$ cat src/drcm_pkg.sv
// Package of constants for the decoder radio configuration manager
package drcm_pkg;
  // Variable numbers
  localparam logic [7:0]  ADDR_VAR_NUM     = 8'h01;
  localparam logic [7:0]  MAKER_VAR_NUM    = 8'h08;
  localparam logic [7:0]  CHAN_VAR_NUM     = 8'hC8;
  // Value limits and factory values
  localparam logic [15:0] ADDR_MIN         = 16'h0001;
  localparam logic [15:0] ADDR_MAX         = 16'h270F;
  localparam logic [15:0] CHAN_MAX         = 16'h0010;
  localparam logic [15:0] ADDR_FACTORY     = 16'h0003;
  localparam logic [4:0]  CHAN_FACTORY     = 5'h00;
  localparam logic [4:0]  CHAN_FALLBACK    = 5'h00;
  // Maker identification value, arbitrary
  localparam logic [15:0] MAKER_ID_VALUE   = 16'h005A;
  // Chirp behaviour
  localparam logic [2:0]  FALLBACK_CHIRPS  = 3'h5;
  localparam int          CLK_HZ           = 25_000_000;
  localparam int          CHIRP_MS         = 100;
  localparam int          CHIRP_CYCLES     = CLK_HZ / 1000 * CHIRP_MS;
  // Long timeouts in seconds
  localparam int          FALLBACK_S       = 60;
  localparam int          SMOKE_S          = 120;
  // Second tick divider
  localparam int          SEC_CYCLES       = CLK_HZ;
endpackage : drcm_pkg

$ cat src/drcm_top.sv
// Configuration manager of a radio locomotive decoder
// Notes on behaviour
// - Red indicator steady while matching channel heard
// - Green indicator on while powered and switched
// - Address accepts 1 to 9999, never zero
// - Channel variable 0..16 selects receive channel
// - Factory state: address 3, channel 0
// - One silent minute at power-up: five chirps, channel 0
// - Fallback leaves every stored setting untouched
// - Broadcast mode applies writes at any address
// - Chirp once for each command accepted while the sounder is idle
// - Maker id write schedules reset at next power-up
// - Smoke off two minutes after last trigger
// - Addressed mode applies only own address
`timescale 1ns/1ps
module drcm_top #(
  parameter int SEC_LEN = drcm_pkg::SEC_CYCLES,
  parameter int FB_SECS = drcm_pkg::FALLBACK_S,
  parameter int SM_SECS = drcm_pkg::SMOKE_S,
  parameter int CHIRP_LEN = drcm_pkg::CHIRP_CYCLES
) (
  // Clock and reset
  input  wire logic        clk_in,
  input  wire logic        sys_rst_in,
  // Power switch and radio pins
  input  wire logic        power_switch_in,
  input  wire logic        carrier_in,
  // Decoded command from the radio receiver, same clock
  input  wire logic        cmd_valid_in,
  input  wire logic        cmd_broadcast_in,
  input  wire logic [15:0] cmd_addr_in,
  input  wire logic [7:0]  cmd_var_in,
  input  wire logic [15:0] cmd_value_in,
  input  wire logic        smoke_trigger_in,
  // Nonvolatile store, restored at power-up
  input  wire logic        nv_valid_in,
  input  wire logic [15:0] nv_addr_in,
  input  wire logic [4:0]  nv_chan_in,
  input  wire logic        nv_reset_pend_in,
  output logic             nv_write_out,
  output logic [15:0]      nv_addr_out,
  output logic [4:0]       nv_chan_out,
  output logic             nv_reset_pend_out,
  output logic             factory_defaults_out,
  // Radio, indicators, sounder, smoke
  output logic [4:0]       rx_channel_out,
  output logic             signal_match_indicator_out,
  output logic             power_indicator_out,
  output logic             chirp_out,
  output logic             smoke_out,
  output logic             fallback_out
);
  import drcm_pkg::*;

  typedef enum logic [1:0] {
    S_BOOT = 2'b00,
    S_WAIT = 2'b01,
    S_CHRP = 2'b11,
    S_RUN  = 2'b10
  } drcm_state_t;

  typedef struct packed {
    drcm_state_t fsm;
    logic [1:0]  car_sync;
    logic [1:0]  pwr_sync;
    logic [31:0] sec_cnt;
    logic [7:0]  fb_secs;
    logic [7:0]  sm_secs;
    logic        heard;
    logic        fallback;
    logic        smoke;
    logic [15:0] addr;
    logic [4:0]  chan;
    logic        reset_pend;
    logic        nv_write;
    logic        fact;
    logic        match;
    logic        power;
  } drcm_st_t;

  drcm_st_t    st;
  drcm_st_t    next_st;
  logic        chirp_start;
  logic [2:0]  chirp_count;
  logic        chirp_busy;
  logic        sec_tick;
  logic        for_me;
  logic        in_range;
  logic        accept;

  // One-second enable from the clock divider
  assign sec_tick = (st.sec_cnt == 32'(SEC_LEN - 1));

  // Command qualification
  always_comb begin
    for_me = cmd_broadcast_in || (cmd_addr_in == st.addr);
    in_range = 1'b0;
    case (cmd_var_in)
      ADDR_VAR_NUM:  in_range = (cmd_value_in >= ADDR_MIN) && (cmd_value_in <= ADDR_MAX);
      CHAN_VAR_NUM:  in_range = (cmd_value_in <= CHAN_MAX);
      MAKER_VAR_NUM: in_range = (cmd_value_in == MAKER_ID_VALUE);
      default:       in_range = 1'b0;
    endcase
  end

  assign accept = (st.fsm == S_RUN) && cmd_valid_in && st.car_sync[1] && for_me && in_range;

  // Next-state logic
  always_comb begin
    next_st          = st;
    next_st.car_sync = {st.car_sync[0], carrier_in};
    next_st.pwr_sync = {st.pwr_sync[0], power_switch_in};
    next_st.sec_cnt  = sec_tick ? 32'h0000_0000 : st.sec_cnt + 32'h0000_0001;
    next_st.nv_write = 1'b0;
    next_st.fact     = 1'b0;
    chirp_start      = 1'b0;
    chirp_count      = 3'h1;
    next_st.power    = st.pwr_sync[1];
    next_st.match    = st.car_sync[1];
    if (st.car_sync[1]) begin
      next_st.heard = 1'b1;
    end
    case (st.fsm)
      S_BOOT: begin
        if (nv_valid_in) begin
          // Restore nonvolatile settings or apply pending factory values
          if (nv_reset_pend_in) begin
            next_st.addr       = ADDR_FACTORY;
            next_st.chan       = CHAN_FACTORY;
            next_st.reset_pend = 1'b0;
            next_st.nv_write   = 1'b1;
            next_st.fact       = 1'b1;
          end else begin
            next_st.addr       = ((nv_addr_in < ADDR_MIN) || (nv_addr_in > ADDR_MAX)) ?
                                 ADDR_FACTORY : nv_addr_in;
            next_st.chan       = (nv_chan_in > 5'(CHAN_MAX)) ? CHAN_FACTORY : nv_chan_in;
            next_st.reset_pend = 1'b0;
          end
          next_st.fsm     = S_WAIT;
          next_st.fb_secs = 8'h00;
          next_st.heard   = 1'b0;
        end
      end
      S_WAIT: begin
        if (st.heard || st.car_sync[1]) begin
          next_st.fsm = S_RUN;
        end else if (sec_tick) begin
          if (st.fb_secs == 8'(FB_SECS - 1)) begin
            chirp_start = 1'b1;
            chirp_count = FALLBACK_CHIRPS;
            next_st.fsm = S_CHRP;
          end else begin
            next_st.fb_secs = st.fb_secs + 8'h01;
          end
        end
      end
      S_CHRP: begin
        if (!chirp_busy) begin
          next_st.fallback = 1'b1;
          next_st.fsm      = S_RUN;
        end
      end
      S_RUN: begin
        if (accept) begin
          chirp_start      = 1'b1;
          next_st.nv_write = 1'b1;
          case (cmd_var_in)
            ADDR_VAR_NUM: next_st.addr = cmd_value_in;
            CHAN_VAR_NUM: begin
              next_st.chan     = cmd_value_in[4:0];
              next_st.fallback = 1'b0;
            end
            default: next_st.reset_pend = 1'b1;
          endcase
        end
      end
      default: next_st.fsm = S_BOOT;
    endcase
    // Smoke timer, retrigger restarts it
    if (smoke_trigger_in) begin
      next_st.smoke   = 1'b1;
      next_st.sm_secs = 8'h00;
    end else if (st.smoke && sec_tick) begin
      if (st.sm_secs == 8'(SM_SECS - 1)) begin
        next_st.smoke = 1'b0;
      end else begin
        next_st.sm_secs = st.sm_secs + 8'h01;
      end
    end
  end

  // State register
  always_ff @(posedge clk_in) begin
    if (sys_rst_in) begin
      st      <= '0;
      st.addr <= ADDR_FACTORY;
      st.fsm  <= S_BOOT;
    end else begin
      st <= next_st;
    end
  end

  // Chirp sounder
  drcm_chirp #(
    .CHIRP_LEN  (CHIRP_LEN)
  ) u_chirp (
    .clk_in     (clk_in),
    .sys_rst_in (sys_rst_in),
    .start_in   (chirp_start),
    .count_in   (chirp_count),
    .busy_out   (chirp_busy),
    .tone_out   (chirp_out)
  );

  // Outputs
  assign rx_channel_out             = st.fallback ? CHAN_FALLBACK : st.chan;
  assign signal_match_indicator_out = st.match;
  assign power_indicator_out        = st.power;
  assign smoke_out                  = st.smoke;
  assign fallback_out               = st.fallback;
  assign nv_write_out               = st.nv_write;
  assign nv_addr_out                = st.addr;
  assign nv_chan_out                = st.chan;
  assign nv_reset_pend_out          = st.reset_pend;
  assign factory_defaults_out       = st.fact;

  // Assertions
  property p_match;
    @(posedge clk_in) disable iff (sys_rst_in)
      !sys_rst_in ##3 1'b1 |-> signal_match_indicator_out == $past(carrier_in, 3);
  endproperty
  a_match: assert property (p_match) else $error("indicator not following carrier");

  property p_addr_nonzero;
    @(posedge clk_in) disable iff (sys_rst_in)
      st.fsm != S_BOOT |-> st.addr != 16'h0000 && st.addr <= ADDR_MAX;
  endproperty
  a_addr_nonzero: assert property (p_addr_nonzero) else $error("address zero adopted");

  property p_reject;
    @(posedge clk_in) disable iff (sys_rst_in)
      cmd_valid_in && !in_range |=> $stable(st.addr) && $stable(st.chan);
  endproperty
  a_reject: assert property (p_reject) else $error("out-of-range write applied");

  property p_ack;
    @(posedge clk_in) disable iff (sys_rst_in) accept |=> chirp_busy;
  endproperty
  a_ack: assert property (p_ack) else $error("no chirp on accepted command");

  property p_other_addr;
    @(posedge clk_in) disable iff (sys_rst_in)
      cmd_valid_in && !cmd_broadcast_in && cmd_addr_in != st.addr |-> !accept;
  endproperty
  a_other_addr: assert property (p_other_addr) else $error("foreign address accepted");

  property p_chan_range;
    @(posedge clk_in) disable iff (sys_rst_in) rx_channel_out <= 5'(CHAN_MAX);
  endproperty
  a_chan_range: assert property (p_chan_range) else $error("channel out of range");

  property p_fb_keep;
    @(posedge clk_in) disable iff (sys_rst_in)
      $rose(st.fallback) |-> $stable(st.chan) && $stable(st.addr) && $stable(st.reset_pend);
  endproperty
  a_fb_keep: assert property (p_fb_keep) else $error("fallback changed channel");

  property p_smoke_trig;
    @(posedge clk_in) disable iff (sys_rst_in)
      smoke_trigger_in |=> smoke_out && st.sm_secs == 8'h00;
  endproperty
  a_smoke_trig: assert property (p_smoke_trig) else $error("smoke not retriggered");

  property p_smoke_off;
    @(posedge clk_in) disable iff (sys_rst_in)
      $fell(st.smoke) |-> $past(st.sm_secs) == 8'(SM_SECS - 1);
  endproperty
  a_smoke_off: assert property (p_smoke_off) else $error("smoke stopped before timeout");
endmodule // drcm_top

$ cat src/drcm_chirp.sv
// Chirp sequencer: plays a burst of tone pulses
`timescale 1ns/1ps
module drcm_chirp #(
  parameter int CHIRP_LEN = drcm_pkg::CHIRP_CYCLES
) (
  // Clock and reset
  input  wire logic       clk_in,
  input  wire logic       sys_rst_in,
  // Request
  input  wire logic       start_in,
  input  wire logic [2:0] count_in,
  // Status and tone
  output logic            busy_out,
  output logic            tone_out
);
  import drcm_pkg::*;

  typedef struct packed {
    logic [2:0]  left;
    logic        on;
    logic [31:0] cnt;
  } drcm_chirp_st_t;

  drcm_chirp_st_t st;
  drcm_chirp_st_t next_st;

  // Alternating tone and gap of one chirp length each
  always_comb begin
    next_st = st;
    if (st.left != 3'h0) begin
      if (st.cnt == 32'(CHIRP_LEN - 1)) begin
        next_st.cnt = 32'h0000_0000;
        next_st.on  = ~st.on;
        if (!st.on) begin
          next_st.left = st.left - 3'h1;
        end
      end else begin
        next_st.cnt = st.cnt + 32'h0000_0001;
      end
    end else if (start_in) begin
      next_st.left = count_in;
      next_st.on   = 1'b1;
      next_st.cnt  = 32'h0000_0000;
    end
  end

  // State register
  always_ff @(posedge clk_in) begin
    if (sys_rst_in) begin
      st <= '0;
    end else begin
      st <= next_st;
    end
  end

  assign busy_out = (st.left != 3'h0);
  assign tone_out = st.on && (st.left != 3'h0);
endmodule // drcm_chirp

$ cat config.mk
export PLATFORM = sky130hd
export DESIGN_NAME = drcm_top
export DESIGN_NICKNAME = d
export VERILOG_FILES = /design/src/drcm_pkg.sv /design/src/drcm_top.sv /design/src/drcm_chirp.sv
export SDC_FILE = /design/constraint.sdc
export NUM_CORES = 1
export LEC_CHECK = 0
export BUFFER_PORTS_ARGS = -buffer_cell sky130_fd_sc_hd__buf_2
export CAP_MARGIN = 20
export CORE_MARGIN = 8
export CORE_UTILIZATION = 50
export CTS_BUF_LIST = sky130_fd_sc_hd__clkbuf_8
export DETAILED_ROUTE_END_ITERATION = 7
export PLACE_DENSITY = 0.73
export RECOVER_POWER = 25
export SYNTH_ARGS = -nofsm -noshare
export SYNTH_HDL_FRONTEND = slang
export SYNTH_SLANG_ARGS = --single-unit
$ cat constraint.sdc
create_clock -name clk_in -period 3.64 [get_ports clk_in]
set_clock_uncertainty 0.05 [all_clocks]
set_input_delay 0.546 -clock clk_in [delete_from_list [all_inputs] [get_ports clk_in]]
set_output_delay 0.546 -clock clk_in [all_outputs]
set_load 0.005 [all_outputs]
==> flow_summary.toml, run 1 <==
[worst_setup_path]
critPathCaptureType = "flip-flop"
r2r-start = "st[55]"
crit_path_max_incr_delay_ps = 520
arrival_ps = 3150
path_cells = "or4_1, or4b_1, nor4_2, inv_1, a31oi_4, buf_4, a311oi_1"
crit_path_top_delay_cell = "or4_1"
worstPathRequired_ps = 3870
worst-r2r-cell-count = 7
cp-start-kind = "flip-flop"
worstSetupPathType = "reg -> reg"
r2r-end = "u_chirp.st[3]"
crit_path_max_fanout = 29
reg2reg_slack_ps = 720
cp.buffers_inverters = 2
crit_family = "simple AND/OR/NAND/NOR gates"

[pwr]
swShare_pct = 28.46
p_int_mw = 2.629
power.density_nw_per_um2 = 488.5
irDropWorstVdd_mv = 0.3196
p_switching_mw = 1.046
seqPwrFrac_pct = 40.4
p_leak_nw = 2.641
p_clk_share_pct = 39.1
combPwrFrac_pct = 20.5

[timing]
fmax_mhz = 342.0
setup_viol = 0
setup_tns_ps = 0
rsz0062_at_grt = "false"
worst_pin_slew_ps = 1362
timing.final.crit_period_ps = 2924
relSlewSlack_pct = 9.198
final_hold_viol_count = 0
maxSlewViolCount = 0
timing.hold.ws_ps = 285.9
period_share_pct = 80.32

[min_path]
hold_end = "next_st[80]"
hp-start = "carrier_in"
hp-class = "in -> reg"
hold_depth = 2

[floorplan]
initial_core_util_pct = 50.49
die_w_microns = 130.7
design.die.area_sq_um = 17090
die_h_microns = 130.7
rows = 42
io_pins = 104
core_sq_um = 13030

[clocking]
clock_sinks = 119
cts_resized = 0
clock_path_buffers = 2
cts_tree = "yes"
cts_root_buf = "clkbuf_8"
post_cts_buffers = 0
ctsHoldBuffers = 0
clk_latency_ps = 440
cts_buffers = 17
path_clk_slew_ps = 70
cts-htree-levels = 4

[drt]
wirelength_microns = 16630
drc = 0
final_antenna_net_count = 0
drt_first_iter_violations = 527
drt_first_pass_iters = 5
routed_via_density = 5.901
vias = 6237
drt-wirelength-per-cell_microns = 15.73

[cells_and_area]
fin_util_pct = 57.72
nets = 948
fill_cells = 1258
diodes = 0
area_growth_pct = 14.32
drive_gt1_share_pct = 16.80

[synth]
ys_types = 63
ys_ff_latch = 119
synth-edff-count = 0
ys.flop_type = "dfxtp_1"
syn_nets = 874
synth_area_sq_um = 6580
yosys_warnings = 0
synth_seq_area_share_pct = 36.20
postSynthCellCount = 795
async_flop_share_pct = 0
syn_area_per_cell_sq_um = 8.277

[global_route]
grt.overflow.total = 0
grt_start_max_net_pins = 39
grt_use_total_pct = 19.56
grt_antenna_before_repair = 0
grt_pass1_wl_microns = 27040
grt_pass1_vias = 5602

[placed_design]
dpl.hpwl_microns = 11950
port_buffers = 103
place.gp.congestion = 0.8792

[outcome]
outcome = "complete, no violations"

[flow_run]
cap_violations = 0
[metal layers]
layer | wire [microns] | global-route usage [%] | vias up | share of wire, %
met4 | 378 | 8.845 | 0 | 2.3
met5 | 0 | 0 | - | 0
li1 | - | - | 3091 | -
met2 | 7845 | 31.71 | 194 | 47
met3 | 1144 | 4.099 | 33 | 6.9
met1 | 7264 | 24.52 | 2919 | 44
[cell type report]
| class | instances | area [sq um] | share of cell area, % |
|---|---|---|---|
| well taps | 176 | 220.2 | 2.927 |
| inverters | 17 | 63.81 | 0.8483 |
| multi-input cells | 596 | 3780 | 50.25 |
| clock buffers | 20 | 275.3 | 3.659 |
| clock inverters | 11 | 202.7 | 2.695 |
| flip-flops and latches | 119 | 2382 | 31.67 |
| repair buffers | 118 | 598.1 | 7.951 |
[worst register-to-register path, delay by kind of cell (launching register included)]
kind                   cells  cell delay, ps
and+or+nand+nor            3            1480
AOI/OAI and AO/OA          2             360
DFF                        1             360
buffers and inverters      2             510
[placed cells by master (no fill, tap or decap), drive strengths merged, types with 3 or more instances in the layout]
cell type / instances
nor4b: 11
o21a: 3
nand4: 28
and4: 7
nand2: 57
or2: 7
a211oi: 30
inv: 18
clkbuf: 43
a22oi: 17
clkinv: 4
and3: 20
nor3: 24
nand2b: 7
xor2: 40
dfxtp: 119
nor3b: 5
ha: 9
a21oi: 30
a311oi: 25
o211ai: 5
mux2i: 3
nor4: 31
a41oi: 3
or3: 10
a31oi: 13
or4: 7
nor2: 87
xnor2: 12
o21ai: 25
and2: 5
bufinv: 6
buf: 95
nor2b: 16
nand3: 36
a221oi: 4
[synth_stat cells, drive strengths merged, types with 2 or more instances]
| library cell | instances | share of area (%) |
|---|---|---|
| nand4 | 28 | 2.7 |
| o21a | 3 | 0.34 |
| o211ai | 5 | 0.57 |
| or4 | 7 | 0.86 |
| a21oi | 30 | 2.3 |
| nor2b | 16 | 1.5 |
| a221oi | 4 | 0.63 |
| xor2 | 40 | 5.3 |
| nor3 | 24 | 1.8 |
| a21o | 2 | 0.23 |
| nor2 | 87 | 5.0 |
| clkbuf | 30 | 1.7 |
| o31a | 2 | 0.27 |
| a41oi | 3 | 0.40 |
| dfxtp | 119 | 36 |
| a31oi | 13 | 1.5 |
| or2 | 7 | 0.67 |
| nor4 | 31 | 3.1 |
| or3 | 10 | 0.95 |
| buf | 33 | 3.7 |
| nor4b | 11 | 1.5 |
| a211oi | 30 | 4.0 |
| and4 | 7 | 0.93 |
| ha | 9 | 1.7 |
| o31ai | 2 | 0.23 |
| nand2 | 57 | 3.3 |
| and2 | 5 | 0.48 |
| nor3b | 5 | 0.57 |
| a22oi | 17 | 2.0 |
| mux2i | 3 | 0.46 |
| xnor2 | 12 | 1.6 |
| nand3 | 36 | 2.7 |
| inv | 16 | 0.91 |
| nand2b | 7 | 0.67 |
| a311oi | 25 | 3.3 |
| and3 | 20 | 1.9 |
| o21ai | 25 | 2.1 |
[how the worst max path moves through the flow]
stage | startpoint | to | slack [ps] | cells after the start
floorplan | cmd_value_in[0] | nv_addr_out[10] | 860 | 7
global placement | cmd_value_in[0] | u_chirp.st[25] | 560 | 8
detailed placement | cmd_value_in[0] | u_chirp.st[24] | 530 | 8
CTS | st[55] | u_chirp.st[31] | 750 | 7
global route | st[55] | u_chirp.st[5] | 510 | 7
finish | st[55] | u_chirp.st[3] | 720 | 7
[registers in the layout, summed over array words and instances (netlist names)]
| signal | count |
|---|---|
| next_st | 4 |
| u_chirp.st | 36 |
| factory_defaults_out | 1 |
| nv_write_out | 1 |
| fallback_out | 1 |
| nv_chan_out | 5 |
| signal_match_indicator_out | 1 |
| nv_addr_out | 16 |
| smoke_out | 1 |
| power_indicator_out | 1 |
| st | 51 |
| nv_reset_pend_out | 1 |
[power groups by stage]
| stage | sequential [mW] | combinational [mW] | clock [mW] |
|---|---|---|---|
| CTS | 1.48 | 0.764 | 1.46 |
| finish | 1.49 | 0.754 | 1.44 |
| global route | 1.50 | 0.841 | 1.52 |
| floorplan | 1.48 | 0.601 | 0 |
| global placement | 1.51 | 0.753 | 0 |
| detailed placement | 1.51 | 0.760 | 0 |
[metrics by stage]
step | area (sq um) | setup slack [ps] | instances | power (mW)
5_1_grt | 7522 | 511.8 | 1057 | 3.858
4_1_cts | 7552 | 748.9 | 1057 | 3.708
3_3_place_gp | 7074 | 564.2 | 1026 | 2.262
3_5_place_dp | 7074 | 528.6 | 1026 | 2.272
2_1_floorplan | 6580 | 861.3 | 795 | 2.086
6_report | 7522 | 716.3 | 1057 | 3.675
[cells by family (layout without fill, tap and decap cells)]
| logic type | Yosys count | after routing | synth area share [%] |
|---|---|---|---|
| fa+ha+maj | 9 | 9 | 1.711 |
| buf+inv | 80 | 166 | 6.351 |
| simple gates | 362 | 362 | 29.13 |
| xor+xnor | 52 | 52 | 6.922 |
| mux | 3 | 3 | 0.4564 |
| flops | 119 | 119 | 36.20 |
| compound gates | 170 | 170 | 19.22 |
(Power assumes the default switching activity.)
==> run 2: changes to the inputs <==
--- a/config.mk
+++ b/config.mk
@@ -5,13 +5,14 @@
 export SDC_FILE = /design/constraint.sdc
 export NUM_CORES = 1
 export LEC_CHECK = 0
+export ABC_AREA = 1
 export BUFFER_PORTS_ARGS = -buffer_cell sky130_fd_sc_hd__buf_2
 export CAP_MARGIN = 20
 export CORE_MARGIN = 8
 export CORE_UTILIZATION = 50
 export CTS_BUF_LIST = sky130_fd_sc_hd__clkbuf_8
 export DETAILED_ROUTE_END_ITERATION = 7
-export PLACE_DENSITY = 0.73
+export PLACE_DENSITY = 0.75
 export RECOVER_POWER = 25
 export SYNTH_ARGS = -nofsm -noshare
 export SYNTH_HDL_FRONTEND = slang
==> constraint.sdc (replaced) <==
create_clock -name clk_in -period 2.6 [get_ports clk_in]
set_clock_uncertainty 0.05 [all_clocks]
set_input_delay 0.39 -clock clk_in [delete_from_list [all_inputs] [get_ports clk_in]]
set_output_delay 0.39 -clock clk_in [all_outputs]
set_load 0.005 [all_outputs]
==> run 2 against run 1 <==
  * The run now ends with capacitance limit, slew limit left
  * Count of clock-buffer cells in the layout rose by 2
  * Clock power rose by 13%
  * Synthesized area increased by 12%
  * Largest cell class unchanged
  * Highest routed layer unchanged
  * Global-route usage shrank 0.20 points
  * Critical endpoint is now st[28]
  * Sequential power rose by 44%
  * First-iteration DRC count down 11%
  * Wire length increased by 9.0%
  * Cell count increased by 35%
==> flow_summary.toml, run 2 <==
[drt]
drt_first_pass_iters = 5
final_antenna_net_count = 0
drt-wirelength-per-cell_microns = 12.72
vias = 7304
routed_via_density = 5.122
drt_first_iter_violations = 468
drc = 0
wirelength_microns = 18130

[synth]
synthSimpleGateAreaFrac_pct = 41.38
synth_compound_area_share_pct = 11.01
synth_top_family_by_area = "simple AND/OR/NAND/NOR gates"
synth_area_sq_um = 7375
postSynthCellCount = 1150
ys_ff_latch = 119
synthTopCellsByCount = "294 x nand2_1, 148 x nor2_1, 145 x inv_1, 119 x dfxtp_1, 80 x a21oi_1"
ys.flop_type = "dfxtp_1"
synth-xor-area-share_pct = 1.188
synth_mux_area_share_pct = 0
synthAdderAreaFrac_pct = 1.527
syn_nets = 1229
syn_area_per_cell_sq_um = 6.413
ys_types = 47
post-synth-top-count-cell = "nand2_1"
yosys_warnings = 0
yosysTopAreaCell = "dfxtp_1"
yosys-top-cells-area = "dfxtp_1 32%, nand2_1 15%, nor2_1 7.5%"
synth_seq_area_share_pct = 32.30
synth-edff-count = 0
async_flop_share_pct = 0
yosysTopAreaCellShare_pct = 32.30

[min_path]
hp-class = "in -> reg"
hold_depth = 3

[timing]
setup_viol = 0
timing.final.crit_period_ps = 2231
fmax_mhz = 448.3
maxSlewViolCount = 45
relSlewSlack_pct = -45.46
final_hold_viol_count = 0
worst_pin_slew_ps = 2182
setup_slack_ps = 369.5
rsz0062_at_grt = "false"
setup_tns_ps = 0
timing.hold.ws_ps = 106.6
period_share_pct = 85.79

[outcome]
violations = "capacitance limit, slew limit"
outcome = "complete, but fails checks"

[global_route]
grt.overflow.total = 0
grt_antenna_before_repair = 0
grt_pass1_vias = 6753
grt_start_max_net_pins = 45
grt_pass1_wl_microns = 30170
grt_use_total_pct = 19.36

[placed_design]
dpl.hpwl_microns = 13860
port_buffers = 103
post-place-ws_ps = 400.7
place.gp.congestion = 0.9031
place_area_sq_um = 7875

[clocking]
clock_sinks = 119
cts_buffers = 17
clk_latency_ps = 440
cts-htree-levels = 4
cts_root_buf = "clkbuf_8"
cts_resized = 0
path_clk_slew_ps = 60
post_cts_buffers = 0
cts_tree = "yes"
clock_path_buffers = 2
ctsHoldBuffers = 0

[cells_and_area]
regArea_sq_um = 2382
finalInstanceArea_sq_um = 8222
drive_gt1_share_pct = 16.51
area_growth_pct = 11.49
diodes = 0
final_common_cell = "nand2_1"
nets = 1313
fill_cells = 1435
fin_util_pct = 56.78
largest-register = "st"
largest_reg_flops = 51
final_cell_mix = "294 x nand2_1, 148 x nor2_1, 146 x inv_1"
multi_input_area_sq_um = 4064

[worst_setup_path]
worst-r2r-cell-count = 10
critPathCaptureType = "flip-flop"
reg2reg_slack_ps = 370
worstSetupPathType = "in -> reg"
crit_path_max_fanout = 44
worstPathRequired_ps = 2780
arrival_ps = 2410
cp-start-kind = "primary input"

[pwr]
irDropWorstVdd_mv = 0.5588
p_leak_nw = 3.316
power.density_nw_per_um2 = 723.3

[floorplan]
design.die.area_sq_um = 18890
die_w_microns = 137.4
rows = 44
initial_core_util_pct = 50.93
die_h_microns = 137.4
core_sq_um = 14480
io_pins = 104

[flow_run]
cap_violations = 1
run 2: changes by cell type after synthesis, moves of 20 or more:
| cell | delta |
|---|---|
| nand2_1 | +237 |
| nor2_1 | +61 |
| and3_1 | -20 |
| xor2_1 | -34 |
| a21oi_1 | +50 |
| o21ai_0 | +20 |
| clkbuf_1 | -21 |
| inv_1 | +129 |
| a311oi_1 | -25 |
run 2: power breakdown:
part | switching [mW] | internal, mW
Combinational | 1.48 | 0.698
Sequential | 0.129 | 2.01
Clock | 0.685 | 0.946
Total | 2.30 | 3.65
run 2: kinds of logic after synthesis:
| group | Yosys count |
|---|---|
| fa+ha+maj | 9 |
| compound gates | 153 |
| buf+inv | 212 |
| xor+xnor | 10 |
| simple gates | 647 |
| flops | 119 |
run 2: metrics by stage:
step,power (mW),cells
2_1_floorplan,3.944,1150
3_3_place_gp,4.327,1399
3_5_place_dp,4.358,1399
4_1_cts,5.992,1426
5_1_grt,6.373,1426
6_report,5.946,1426
run 2: layout make-up:
class | instances | share of cell area (%)
clock buffer | 22 | 3.683
clock inverter | 5 | 0.8979
inverter | 167 | 7.670
multi-input combinational | 819 | 49.43
sequential | 119 | 28.98
tap | 184 | 2.800
timing repair buffer | 110 | 6.544
run 2: worst paths after layout:
kind | from | to
worst max register to register | st[81] | nv_addr_out[8]
worst min register to register | next_st[80] | next_st[1]
worst max-delay path | sys_rst_in | st[28]
worst min-delay path | carrier_in | next_st[80]
run 2: routing by layer:
metal	global-route usage, %	wire (microns)	vias up
li1	-	-	3832
met1	23.83	8102	3225
met2	32.59	8379	219
met3	4.230	1340	28
met4	6.759	311	0
met5	0	0	-
run 2: worst max-delay path, stage by stage:
cell and delay [ps]:
clkbuf_1 250, clkbuf_1 1600, nor3_1 150
==> run 3: changes to the inputs <==
--- a/config.mk
+++ b/config.mk
@@ -9,10 +9,10 @@
 export BUFFER_PORTS_ARGS = -buffer_cell sky130_fd_sc_hd__buf_2
 export CAP_MARGIN = 20
 export CORE_MARGIN = 8
-export CORE_UTILIZATION = 50
+export CORE_UTILIZATION = 54
 export CTS_BUF_LIST = sky130_fd_sc_hd__clkbuf_8
 export DETAILED_ROUTE_END_ITERATION = 7
-export PLACE_DENSITY = 0.75
+export PLACE_DENSITY = 0.8
 export RECOVER_POWER = 25
 export SYNTH_ARGS = -nofsm -noshare
 export SYNTH_HDL_FRONTEND = slang
==> run 3 against run 2 <==
  * The flow still finishes with violations (capacitance limit, slew limit)
  * Sequential share of layout area is 0.17 points lower
  * Design area is 0.59% higher
  * Setup slack lost 120 ps
  * Sequential cell count stayed put
  * Cell count down 0.28%
  * Register-to-register slack worse by 120 ps
  * Wire length is 0.95% higher
  * First-iteration DRC count increased by 20%
  * Core utilization rose by 5.4 points
  * Clock power up 15%
  * Global-route usage up 1.4 points
  * Combinational power is 2% lower
  * Critical path type is now reg -> reg
  * Critical endpoint is now st[42]
==> flow_summary.toml, run 3 (synthesized netlist as in run 2, its figures left out) <==
[outcome]
outcome = "complete, but fails checks"
violations = "capacitance limit, slew limit"

[drt]
final_antenna_net_count = 0
drt-wirelength-per-cell_microns = 12.87
routed_via_density = 5.236
drt_first_iter_violations = 562
drc = 0
wirelength_microns = 18310
drt_first_pass_iters = 5
vias = 7446

[timing]
period_share_pct = 90.40
timing.final.crit_period_ps = 2350
setup_slack_ps = 249.6
setup_viol = 0
fmax_mhz = 425.5
setup_tns_ps = 0
maxSlewViolCount = 33
final_hold_viol_count = 0
relSlewSlack_pct = -12.80
worst_pin_slew_ps = 1692
rsz0062_at_grt = "false"
timing.hold.ws_ps = 94.19

[clocking]
clock_sinks = 119
cts_root_buf = "clkbuf_8"
cts-htree-levels = 4
clk_latency_ps = 450
cts_buffers = 17
ctsHoldBuffers = 0
cts_resized = 0
post_cts_buffers = 0
cts_tree = "yes"
clock_path_buffers = 2
path_clk_slew_ps = 70

[pwr]
swShare_pct = 38.64
irDropWorstVdd_mv = 0.3890
power.density_nw_per_um2 = 744.5
combPwrFrac_pct = 34.7
p_switching_mw = 2.379
seqPwrFrac_pct = 34.7
p_leak_nw = 3.303
p_int_mw = 3.778
p_clk_share_pct = 30.6
power_mw = 6.158

[floorplan]
die_w_microns = 132.9
core_sq_um = 13300
die_h_microns = 132.9
initial_core_util_pct = 55.47
rows = 42
design.die.area_sq_um = 17650
io_pins = 104

[worst_setup_path]
crit_top_cell = "nand2_1"
worstSetupPathType = "reg -> reg"
crit_path_top_delay_cell = "dfxtp_1"
worstPathRequired_ps = 2890
cp-start-kind = "flip-flop"
crit_path_max_fanout = 11
critPathCaptureType = "flip-flop"
arrival_ps = 2640
path_cells = "ha_1, nand2_2, nor2_1, nand2_1, nor3_1, nand4_1, nand2_1, nand3b_1, nor2_2, nand3_1, nand2_1, nor2_1"
crit_family = "simple AND/OR/NAND/NOR gates"
cp.buffers_inverters = 0
crit_path_max_incr_delay_ps = 370

[cells_and_area]
final_common_cell = "nand2_1"
final_cell_mix = "294 x nand2_1, 148 x nor2_1, 146 x inv_1"
largest_reg_flops = 51
largest-register = "st"
fill_cells = 1287
drive_gt1_share_pct = 16.29
diodes = 0
nets = 1312
fin_util_pct = 62.21
area_growth_pct = 12.15

[flow_run]
cap_violations = 1

[global_route]
grt_use_total_pct = 20.72
grt_antenna_before_repair = 0
use_met3_pct = 4.769
grt_pass1_wl_microns = 30990
grt_pass1_vias = 6937
busiest_layer = "met2"
grt.overflow.total = 0
gr-usage-met2_pct = 34.75
grt_start_max_net_pins = 33
met1_usage_pct = 24.84

[placed_design]
port_buffers = 103
place.gp.congestion = 0.9197
post-place-ws_ps = 261.4
dpl.hpwl_microns = 13950

[min_path]
hp-class = "in -> reg"
## run 3: path summary, 6_finish.rpt
check                   from                  end  slack [ps]  cells after the start
min          power_switch_in          next_st[78]          90                      3
max reg2reg           st[45]               st[42]         250                     12
max                   st[45]               st[42]         250                     12
min reg2reg       next_st[0]  power_indicator_out         350                      2
## run 3: through the flow
step / area [sq um] / cells
after floorplan: 7375 / 1150
after global placement: 7858 / 1390
after detailed placement: 7858 / 1390
after CTS: 8308 / 1422
after global routing: 8270 / 1422
final: 8270 / 1422
## run 3: layer usage
layer / vias to the layer above / routed length [microns] / part of all wire (%)
met5: - / 0 / 0
li1: 3835 / - / -
met3: 45 / 1170 / 6.4
met2: 247 / 8503 / 46
met1: 3319 / 8130 / 44
met4: 0 / 500 / 2.7
## run 3: final cells by class
cell class,instances,area [sq um],share of cell area (%)
multi-input cells,819,4064,49.14
flip-flops and latches,119,2382,28.80
inverters,167,630.6,7.625
repair buffers,109,523.0,6.324
clock buffers,20,275.3,3.328
well taps,176,220.2,2.663
clock inverters,12,175.2,2.118
## run 3: worst reg2reg max path: stages (launching register included)
cell and delay [ps]:
dfxtp_1 370, ha_1 190, nand2_2 90, nor2_1 120, nand2_1 90, nor3_1 170
nand4_1 250, nand2_1 120, nand3b_1 330, nor2_2 260, nand3_1 90, nand2_1 70
nor2_1 40
## run 3: power by group through the flow
stage	Clock, mW	Combinational (mW)	Sequential (mW)
after detailed placement	0	2.15	2.17
final	1.88	2.13	2.14
after global routing	2.00	2.43	2.17
after global placement	0	2.10	2.17
after floorplan	0	1.80	2.15
after CTS	1.91	2.16	2.13
